===== src/inc/diag_regs.svh =====
// register offsets, field positions and reset values of the fault diagnostics unit
// assumes a 32-bit apb slave with one register per aligned word
`ifndef DIAG_REGS_SVH
`define DIAG_REGS_SVH

`define UV_LIMIT_OFS      12'h000
`define FAULT_SETUP_OFS   12'h004
`define CELL_SETUP_OFS    12'h008
`define DEVICE_SETUP_OFS  12'h00c
`define TEMP_LIMIT_OFS    12'h010
`define FAULT_STATUS_OFS  12'h014
`define UV_FAULT_OFS      12'h018
`define WIRE_FAULT_OFS    12'h01c
`define TEMP_FAULT_OFS    12'h020
`define REF_VOLTAGE_OFS   12'h024
`define COEF_A_OFS        12'h028
`define COEF_B_OFS        12'h02c
`define COEF_C_OFS        12'h030
`define COMMAND_OFS       12'h034
`define CHECKSUM_OFS      12'h038

`define FILT_LSB          0
`define TEMP_EN_LSB       4
`define ST_UV             0
`define ST_SUPPLY         1
`define ST_WIRE           2
`define ST_TEMP           3
`define ST_CSUM           4
`define CMD_SCAN_V        0
`define CMD_SCAN_W        1
`define CMD_SCAN_T        2
`define CMD_CALC          3
`define CMD_CHECK         4

`define FILT_RESET        3'h3
`define UV_LIMIT_RESET    14'h0000
`define TEMP_LIMIT_RESET  14'h0000
`define SCAN_CUR_RESET    1'h1

`endif


===== src/inc/diag_pkg.sv =====
// types shared by the fault diagnostics unit and its sample filter
// assumes diag_regs.svh for numeric constants
package diag_pkg;

   typedef enum logic [0:0] {WIRE_IDLE, WIRE_BUSY} wire_scan_e;

   typedef struct packed {
      logic [7:0] count;
      logic hit;
   } filter_state_s;

   typedef struct packed {
      logic [13:0] uv_limit;
      logic [2:0] fault_filter_count_bits;
      logic [3:0] temp_test_enable;
      logic [11:0] cell_absent;
      logic scan_current_select;
      logic [13:0] temp_limit;
      logic [4:0] status;
      logic [11:0] uv_fault;
      logic [12:0] wire_fault;
      logic [3:0] temp_fault;
      logic [13:0] ref_voltage;
      logic [13:0] checksum;
      wire_scan_e wire_scan;
      logic filter_restart;
      logic pready;
      logic pslverr;
      logic [31:0] prdata;
      logic scan_volt_req;
      logic scan_wire_req;
      logic scan_temp_req;
      logic fault_report;
      logic fault_n;
   } diag_state_s;

endpackage : diag_pkg


===== src/rtl/battery_monitor_fault_diagnostics.sv =====
// fault diagnostics unit of a twelve-cell monitor with an apb register port
// assumes scan results arrive as one-cycle valid strobes from the measurement path
`timescale 1ns/1ps
`default_nettype none
`include "diag_regs.svh"

// Operation
// - programmable undervoltage limit, full scale 14'h3fff is 5 V, compared per cell.
// - filter sample-count field resets to 3'b011, eight samples.
// - mask bit zero means cell present; absent cells skip undervoltage test.
// - undervoltage flagged only after programmed run of consecutive low samples.
// - first fault into an empty status register sends an unprompted report.
// - filter run restarts on changed count field or a passing sample.
// - open supply or ground flagged after programmed run of open samples.
// - supply filter restarts on pass; cleared only in fault status.
// - scan current select one gives 1 mA, zero gives 150 uA.
// - open-wire test skips masked inputs two to twelve; zero, one always tested.
// - scan-wires command runs to completion and logs open wires.
// - programmable temperature limit, full scale 14'h3fff is 2.5 V.
// - four enable bits choose which temperature inputs are checked.
// - enabled temperature input below limit faults at once, unfiltered.
// - three readable coefficients; reference reading updated during temperature scan.
// - calculate command stores checksum over configuration page.
// - check command recomputes and sets mismatch flag when different.
// - writing zero clears fault status once detail registers are clear.
// - active-low fault output low while any status bit is set.
module battery_monitor_fault_diagnostics #(
   parameter int CELL_COUNT = 12,
   parameter logic [13:0] COEF_A = 14'h0000,
   parameter logic [13:0] COEF_B = 14'h0000,
   parameter logic [13:0] COEF_C = 14'h0000
) (
   input wire logic ref_clk,
   input wire logic arst_n,
   input wire logic psel,
   input wire logic penable,
   input wire logic pwrite,
   input wire logic [11:0] paddr,
   input wire logic [31:0] pwdata,
   output logic [31:0] prdata,
   output logic pready,
   output logic pslverr,
   input wire logic cell_sample_valid,
   input wire logic [3:0] cell_sample_index,
   input wire logic [13:0] cell_sample_value,
   input wire logic supply_sample_valid,
   input wire logic supply_open,
   input wire logic wire_scan_done,
   input wire logic [12:0] wire_open,
   input wire logic temp_sample_valid,
   input wire logic [1:0] temp_sample_index,
   input wire logic [13:0] temp_sample_value,
   input wire logic ref_sample_valid,
   input wire logic [13:0] ref_sample_value,
   output logic scan_volt_req,
   output logic scan_wire_req,
   output logic scan_temp_req,
   output logic scan_current_select,
   output logic fault_report,
   output logic [13:0] fault_report_data,
   output logic fault_n
);
   import diag_pkg::*;

   // refuse cell counts the mask layout cannot serve
   if (CELL_COUNT != 12) begin : g_count_check
      $error("cell count must be 12");
   end

   diag_state_s cur;
   diag_state_s next_state;
   logic [CELL_COUNT-1:0] cell_hit;
   logic supply_hit;
   logic [CELL_COUNT-1:0] cell_low;
   logic [CELL_COUNT-1:0] cell_valid;

   // checksum over configuration page, shared by calculate and check
   function automatic logic [13:0] page_checksum(input diag_state_s s);
      logic [13:0] acc;
      acc = s.uv_limit;
      acc = {acc[12:0], acc[13]} ^ {7'h00, s.temp_test_enable, s.fault_filter_count_bits};
      acc = {acc[12:0], acc[13]} ^ {2'h0, s.cell_absent};
      acc = {acc[12:0], acc[13]} ^ {13'h0000, s.scan_current_select};
      acc = {acc[12:0], acc[13]} ^ s.temp_limit;
      return acc;
   endfunction : page_checksum

   // decodes a register offset, used for both read and write
   function automatic logic reg_hit(input logic [11:0] a, input logic [11:0] ofs);
      return a == ofs;
   endfunction : reg_hit

   genvar gi;
   generate
      for (gi = 0; gi < CELL_COUNT; gi++) begin : g_cell
         // cell index 1..12 maps onto mask bit index-1
         assign cell_valid[gi] = cell_sample_valid
                                 && cell_sample_index == 4'(gi + 1)
                                 && !cur.cell_absent[gi];
         assign cell_low[gi] = cell_sample_value < cur.uv_limit;
         diag_filter #(.COUNT_WIDTH(8)) u_cell_filter (
            .ref_clk(ref_clk),
            .arst_n(arst_n),
            .restart(cur.filter_restart),
            .sample_valid(cell_valid[gi]),
            .condition(cell_low[gi]),
            .code(cur.fault_filter_count_bits),
            .hit(cell_hit[gi])
         );
      end
   endgenerate

   diag_filter #(.COUNT_WIDTH(8)) u_supply_filter (
      .ref_clk(ref_clk),
      .arst_n(arst_n),
      .restart(cur.filter_restart),
      .sample_valid(supply_sample_valid),
      .condition(supply_open),
      .code(cur.fault_filter_count_bits),
      .hit(supply_hit)
   );

   always_comb begin
      logic setup;
      logic wr;
      logic [4:0] set_bits;
      logic [12:0] wire_log;
      logic [13:0] csum_now;
      setup = psel && !penable;
      wr = psel && penable && cur.pready && pwrite;
      set_bits = 5'h00;
      wire_log = 13'h0000;
      csum_now = page_checksum(cur);
      next_state = cur;
      next_state.scan_volt_req = 1'b0;
      next_state.scan_wire_req = 1'b0;
      next_state.scan_temp_req = 1'b0;
      next_state.fault_report = 1'b0;
      next_state.filter_restart = 1'b0;
      next_state.pready = setup;
      next_state.pslverr = 1'b0;

      // apb read data and unmapped check at setup
      if (setup) begin
         next_state.prdata = 32'h0000_0000;
         if (reg_hit(paddr, `UV_LIMIT_OFS)) begin
            next_state.prdata = {18'h00000, cur.uv_limit};
         end else if (reg_hit(paddr, `FAULT_SETUP_OFS)) begin
            next_state.prdata = {24'h000000, cur.temp_test_enable, 1'b0,
                                 cur.fault_filter_count_bits};
         end else if (reg_hit(paddr, `CELL_SETUP_OFS)) begin
            next_state.prdata = {20'h00000, cur.cell_absent};
         end else if (reg_hit(paddr, `DEVICE_SETUP_OFS)) begin
            next_state.prdata = {31'h00000000, cur.scan_current_select};
         end else if (reg_hit(paddr, `TEMP_LIMIT_OFS)) begin
            next_state.prdata = {18'h00000, cur.temp_limit};
         end else if (reg_hit(paddr, `FAULT_STATUS_OFS)) begin
            next_state.prdata = {27'h0000000, cur.status};
         end else if (reg_hit(paddr, `UV_FAULT_OFS)) begin
            next_state.prdata = {20'h00000, cur.uv_fault};
         end else if (reg_hit(paddr, `WIRE_FAULT_OFS)) begin
            next_state.prdata = {19'h00000, cur.wire_fault};
         end else if (reg_hit(paddr, `TEMP_FAULT_OFS)) begin
            next_state.prdata = {28'h0000000, cur.temp_fault};
         end else if (reg_hit(paddr, `REF_VOLTAGE_OFS)) begin
            next_state.prdata = {18'h00000, cur.ref_voltage};
         end else if (reg_hit(paddr, `COEF_A_OFS)) begin
            next_state.prdata = {18'h00000, COEF_A};
         end else if (reg_hit(paddr, `COEF_B_OFS)) begin
            next_state.prdata = {18'h00000, COEF_B};
         end else if (reg_hit(paddr, `COEF_C_OFS)) begin
            next_state.prdata = {18'h00000, COEF_C};
         end else if (reg_hit(paddr, `COMMAND_OFS)) begin
            next_state.prdata = {31'h00000000, cur.wire_scan == WIRE_BUSY};
         end else if (reg_hit(paddr, `CHECKSUM_OFS)) begin
            next_state.prdata = {18'h00000, cur.checksum};
         end else begin
            next_state.pslverr = 1'b1;
         end
      end else begin
         next_state.pslverr = cur.pslverr && !(psel && penable && cur.pready);
      end

      // register writes take effect at the completing edge
      if (wr) begin
         if (reg_hit(paddr, `UV_LIMIT_OFS)) begin
            next_state.uv_limit = pwdata[13:0];
         end else if (reg_hit(paddr, `FAULT_SETUP_OFS)) begin
            next_state.fault_filter_count_bits = pwdata[`FILT_LSB+:3];
            next_state.temp_test_enable = pwdata[`TEMP_EN_LSB+:4];
            next_state.filter_restart =
               pwdata[`FILT_LSB+:3] != cur.fault_filter_count_bits;
         end else if (reg_hit(paddr, `CELL_SETUP_OFS)) begin
            next_state.cell_absent = pwdata[11:0];
         end else if (reg_hit(paddr, `DEVICE_SETUP_OFS)) begin
            next_state.scan_current_select = pwdata[0];
         end else if (reg_hit(paddr, `TEMP_LIMIT_OFS)) begin
            next_state.temp_limit = pwdata[13:0];
         end else if (reg_hit(paddr, `UV_FAULT_OFS)) begin
            next_state.uv_fault = cur.uv_fault & pwdata[11:0];
         end else if (reg_hit(paddr, `WIRE_FAULT_OFS)) begin
            next_state.wire_fault = cur.wire_fault & pwdata[12:0];
         end else if (reg_hit(paddr, `TEMP_FAULT_OFS)) begin
            next_state.temp_fault = cur.temp_fault & pwdata[3:0];
         end else if (reg_hit(paddr, `FAULT_STATUS_OFS)) begin
            // a status bit only drops once its detail register is empty
            next_state.status = cur.status & pwdata[4:0];
            next_state.status[`ST_UV] = cur.status[`ST_UV]
               & (pwdata[`ST_UV] | (cur.uv_fault != 12'h000));
            next_state.status[`ST_WIRE] = cur.status[`ST_WIRE]
               & (pwdata[`ST_WIRE] | (cur.wire_fault != 13'h0000));
            next_state.status[`ST_TEMP] = cur.status[`ST_TEMP]
               & (pwdata[`ST_TEMP] | (cur.temp_fault != 4'h0));
         end else if (reg_hit(paddr, `COMMAND_OFS)) begin
            next_state.scan_volt_req = pwdata[`CMD_SCAN_V];
            next_state.scan_temp_req = pwdata[`CMD_SCAN_T];
            if (pwdata[`CMD_SCAN_W] && cur.wire_scan == WIRE_IDLE) begin
               next_state.scan_wire_req = 1'b1;
               next_state.wire_scan = WIRE_BUSY;
            end
            if (pwdata[`CMD_CALC]) begin
               next_state.checksum = csum_now;
            end else if (pwdata[`CMD_CHECK] && csum_now != cur.checksum) begin
               set_bits[`ST_CSUM] = 1'b1;
            end
         end
      end

      // undervoltage detail bits and supply status bit
      if (cell_hit != 12'h000) begin
         next_state.uv_fault = next_state.uv_fault | cell_hit;
         set_bits[`ST_UV] = 1'b1;
      end
      if (supply_hit) begin
         set_bits[`ST_SUPPLY] = 1'b1;
      end

      // open-wire scan completion
      case (cur.wire_scan)
         WIRE_IDLE: begin
         end
         WIRE_BUSY: begin
            if (wire_scan_done) begin
               wire_log = wire_open & {~cur.cell_absent[11:1], 2'b11};
               next_state.wire_fault = next_state.wire_fault | wire_log;
               set_bits[`ST_WIRE] = wire_log != 13'h0000;
               next_state.wire_scan = WIRE_IDLE;
            end
         end
         default: next_state.wire_scan = WIRE_IDLE;
      endcase

      // temperature inputs, no filtering
      if (temp_sample_valid && cur.temp_test_enable[temp_sample_index]
          && temp_sample_value < cur.temp_limit) begin
         next_state.temp_fault[temp_sample_index] = 1'b1;
         set_bits[`ST_TEMP] = 1'b1;
      end
      if (ref_sample_valid) begin
         next_state.ref_voltage = ref_sample_value;
      end

      // set wins over a same-cycle clear
      next_state.status = next_state.status | set_bits;
      next_state.fault_report = (set_bits != 5'h00) && (cur.status == 5'h00);
      next_state.fault_n = next_state.status == 5'h00;
   end

   always_ff @(posedge ref_clk or negedge arst_n) begin
      if (!arst_n) begin
         cur <= '0;
         cur.uv_limit <= `UV_LIMIT_RESET;
         cur.fault_filter_count_bits <= `FILT_RESET;
         cur.temp_limit <= `TEMP_LIMIT_RESET;
         cur.scan_current_select <= `SCAN_CUR_RESET;
         cur.wire_scan <= WIRE_IDLE;
         cur.fault_n <= 1'b1;
      end else begin
         cur <= next_state;
      end
   end

   assign prdata = cur.prdata;
   assign pready = cur.pready;
   assign pslverr = cur.pslverr;
   assign scan_volt_req = cur.scan_volt_req;
   assign scan_wire_req = cur.scan_wire_req;
   assign scan_temp_req = cur.scan_temp_req;
   assign scan_current_select = cur.scan_current_select;
   assign fault_report = cur.fault_report;
   // status copy, valid with the report pulse
   assign fault_report_data = {9'h000, cur.status};
   assign fault_n = cur.fault_n;

endmodule : battery_monitor_fault_diagnostics

`default_nettype wire


===== src/rtl/diag_filter.sv =====
// consecutive-sample fault filter: hit on the nth sample in a row and on each one after
// assumes samples synchronous to ref_clk, restart clears the run
`timescale 1ns/1ps
`default_nettype none

module diag_filter #(
   parameter int COUNT_WIDTH = 8
) (
   input wire logic ref_clk,
   input wire logic arst_n,
   input wire logic restart,
   input wire logic sample_valid,
   input wire logic condition,
   input wire logic [2:0] code,
   output logic hit
);
   import diag_pkg::*;

   if (COUNT_WIDTH != 8) begin : g_width_check
      $error("diag_filter: count width must be 8");
   end

   filter_state_s cur;
   filter_state_s nxt;
   logic [7:0] need;

   always_comb begin
      need = 8'h01 << code;
      nxt = cur;
      nxt.hit = 1'b0;
      if (restart) begin
         nxt.count = 8'h00;
      end else if (sample_valid) begin
         if (!condition) begin
            nxt.count = 8'h00;
         end else if (cur.count + 8'h01 >= need) begin
            nxt.count = need;
            nxt.hit = 1'b1;
         end else begin
            nxt.count = cur.count + 8'h01;
         end
      end
   end

   always_ff @(posedge ref_clk or negedge arst_n) begin
      if (!arst_n) begin
         cur <= '0;
      end else begin
         cur <= nxt;
      end
   end

   assign hit = cur.hit;

endmodule : diag_filter

`default_nettype wire


===== config.mk =====
export PLATFORM = sky130hd
export DESIGN_NAME = battery_monitor_fault_diagnostics
export DESIGN_NICKNAME = d
export VERILOG_FILES = /design/src/inc/diag_pkg.sv /design/src/rtl/battery_monitor_fault_diagnostics.sv /design/src/rtl/diag_filter.sv
export VERILOG_INCLUDE_DIRS = /design/src /design/src/inc
export SDC_FILE = /design/constraint.sdc
export NUM_CORES = 1
export LEC_CHECK = 0
export BUFFER_PORTS_ARGS = -buffer_cell sky130_fd_sc_hd__buf_2
export CAP_MARGIN = 10
export CELL_PAD_IN_SITES_DETAIL_PLACEMENT = 0
export CELL_PAD_IN_SITES_GLOBAL_PLACEMENT = 1
export CORE_MARGIN = 2
export CORE_UTILIZATION = 40
export DETAILED_ROUTE_END_ITERATION = 10
export PLACE_DENSITY = 0.73
export SYNTH_ARGS = -nofsm -noshare
export SYNTH_HDL_FRONTEND = slang
export SYNTH_SLANG_ARGS = --single-unit

===== constraint.sdc =====
create_clock -name ref_clk -period 3.8 [get_ports ref_clk]
set_input_delay 0.19 -clock ref_clk [delete_from_list [all_inputs] [get_ports ref_clk]]
set_output_delay 0.19 -clock ref_clk [all_outputs]
set_load 0.02 [all_outputs]

==> impl_metrics.py <==
metrics = {
    "final_layout": {
        "multiInputGateArea_um2": 10170,
        "final_nets": 2339,
        "synthToLayoutAreaGrowth_pct": 16.64,
        "seqCellArea_um2": 6261,
        "nFillCells": 4127,
        "drive_gt1_share_pct": 14.96,
    },
    "synth": {
        "yosys-top-cells-area": "dfrtp_1 36%, ha_1 10%, o21ai_0 4.6%",
        "synth_edf_count": 0,
        "synth_top_area_share_pct": 35.55,
        "synth-seq-cells": 250,
        "synth_area_leader_cell": "dfrtp_1",
        "syn_avg_cell_area_um2": 9.104,
        "ys.flop_type": "dfrtp_1",
        "async_flop_share_pct": 100.0,
        "synthCells": 1902,
        "yosysMostFrequentCell": "dfrtp_1",
        "netlist-cell-type-count": 78,
        "synth-seq-area-share_pct": 36.16,
        "synth_warnings": 0,
        "syn_area_um2": 17320,
        "synthTopCellsByCount": "246 x dfrtp_1, 178 x nand2_1, 159 x o21ai_0",
    },
    "grt": {
        "antenna_found_initial": 2,
        "gr-usage-all-layers_pct": 25.05,
        "grt_max_degree": 96,
        "grt_pass1_vias": 14900,
        "grt.overflow.total": 0,
        "grt_pass1_wl_mm": 86.71,
    },
    "die": {
        "die_w_um": 212.1,
        "initial_core_util_pct": 40.38,
        "rows": 76,
        "die_h_um": 212.1,
        "io_pins": 170,
        "floorplan.die_area_um2": 44970,
        "coreArea_um2": 42890,
    },
    "drt": {
        "drt-vias-per-instance": 5.627,
        "drc": 0,
        "routed_wirelength_mm": 56.19,
        "ant_nets": 0,
        "wl_per_cell_um": 20.88,
        "vias": 15140,
        "drtIter0Drc": 1205,
        "drt_first_pass_iters": 7,
    },
    "sta": {
        "tns_ns": 0,
        "hold_violations": 0,
        "finalMaxSlewViolations": 0,
        "clock_skew_ns": 0.03098,
        "rsz0062_at_grt": "no",
        "hold_slack_ns": 0.05701,
        "period_minus_slack_ns": 3.473,
        "fin_ws_ns": 0.3271,
        "max_clock_freq_mhz": 287.9,
        "setup_viol": 0,
        "worst_pin_slew_ns": 0.9802,
        "period_share_pct": 91.39,
        "maxSlewHeadroom_pct": 34.15,
    },
    "worst_setup_path": {
        "reg2reg_slack_ns": 0.33,
        "crit_path_end_kind": "register",
        "critPathArrivalTime_ns": 4.00,
        "crit_start": "cur[136]",
        "worstReg2RegStart": "cur[136]",
        "cp_max_fo": 18,
        "timing.rr.end": "g_cell[2].u_cell_filter.cur[5]",
        "critPathLaunchType": "register",
        "timing.critical_path.required_ns": 4.32,
        "crit_type": "register to register",
        "timing.reg2reg.worst_path_depth": 10,
        "critPathCapture": "g_cell[2].u_cell_filter.cur[5]",
    },
    "cts": {
        "cts_sinks": 250,
        "path_clk_slew_ns": 0.06,
        "clock_latency_ns": 0.61,
        "cts_tree": "built",
        "cts_root_buffer": "clkbuf_16",
        "cts_made_buffers": 31,
        "clockBufferDepth": 3,
        "cts_resized": 0,
        "post-cts-setup-buffers": 0,
        "htreeDepth": 1,
    },
    "power_and_ir_drop": {
        "power_density_nw_per_um2": 416.5,
        "p_leak_uw": 0.009484,
        "max-vdd-ir-drop_uv": 365.1,
    },
    "hold_path": {
        "hold_path_class": "input port to register",
        "min_path_cells": 4,
    },
    "place": {
        "port_buffers": 124,
        "dp_hpwl_mm": 41.36,
        "gp_congestion": 0.9406,
        "dp_slack_ns": 0.3874,
    },
    "run_status": {
        "status": "completed",
    },
    "run": {
        "maxCapViolations": 0,
    },
}
-- report_power, final --
| part | switching [uW] | internal (uW) |
|---|---|---|
| combinational | 1190 | 1000 |
| sequential | 241 | 2870 |
| clock | 1250 | 1850 |
| total | 2690 | 5730 |
-- per-stage QoR --
stage / total power (uW) / cells / utilization, % / area (um^2)
after floorplan: 4656 / 1928 / - / 17410
after global placement: 5245 / 2581 / 43.40 / 18610
after detailed placement: 5305 / 2581 / 43.40 / 18610
after CTS: 8463 / 2690 / 47.09 / 20190
after global routing: 8878 / 2691 / 47.09 / 20200
final: 8412 / 2691 / 47.09 / 20200
-- state kept, by name, indices dropped and copies added (netlist names) --
name,cells
cur,106
fault_n,1
fault_report,1
fault_report_data,5
g_cell.u_cell_filter.cur,96
g_cell.u_cell_filter.hit,12
prdata,14
pready,1
pslverr,1
scan_current_select,1
scan_temp_req,1
scan_volt_req,1
scan_wire_req,1
u_supply_filter.cur,8
u_supply_filter.hit,1
-- layout make-up --
type	instances	area share (%)
clock inverter	10	0.6009
timing repair buffer	237	8.140
tap	585	3.624
sequential	250	31.00
clock buffer	48	4.702
antenna	1	0.01239
multi-input combinational	1475	50.34
inverter	85	1.580
-- routing by layer --
| layer | up-vias | wire length (um) | global-route usage (%) |
|---|---|---|---|
| li1 | 7152 | - | - |
| met1 | 7360 | 24850 | 33.39 |
| met2 | 491 | 25710 | 40.85 |
| met3 | 137 | 3132 | 3.516 |
| met4 | 2 | 2483 | 10.39 |
| met5 | - | 12 | 0 |
-- cell families after synthesis --
family	Yosys count	share of synthesized area, %
flip-flops	250	36.16
multiplexers	113	6.966
other	1	0.02166
AND/OR/NAND/NOR	571	15.92
XOR/XNOR	129	6.525
AO/OA/AOI/OAI	492	18.25
buffers and inverters	203	5.831
adder cells (fa/ha/maj)	143	10.33
-- how the worst min path moves through the flow --
stage	startpoint	slack (ns)	endpoint
final	penable	0.06	pslverr
after global routing	pwdata[0]	0.06	scan_volt_req
after CTS	penable	0.04	pslverr
after detailed placement	arst_n	0.28	scan_temp_req
after global placement	arst_n	0.28	scan_volt_req
after floorplan	arst_n	-0.11	cur[103]
-- layout by cell type, fill, tap and decap left out, types with 59 or more instances in the layout --
cell type  Yosys  layout
a21oi_1       81      81
ha_1         143     143
nand2_1      178     178
buf_4         50      59
mux2i_1       62      62
xnor2_1       78      78
dfrtp_1      246     246
buf_2         22     123
nand3_1       63      63
inv_1         80      80
o21ai_0      159     159
nor2_1       148     148
-- worst max-delay path, cell delays in order, from the launching register on --
cell       delay, ns
dfrtp_1         0.65
and3b_1         0.25
clkinv_1        0.21
buf_4           0.32
ha_1            0.24
a2111oi_0       0.66
nor2b_1         0.26
a221oi_2        0.13
buf_4           0.26
o31ai_1         0.25
o2bb2ai_1       0.15
-- repair_timing --
item                                   4_1_cts  5_1_grt
hold buffers                                51        0
setup endpoints to repair                    0        0
endpoints found under the hold margin      160        0
No activity file was read; power rests on OpenSTA's default activity.
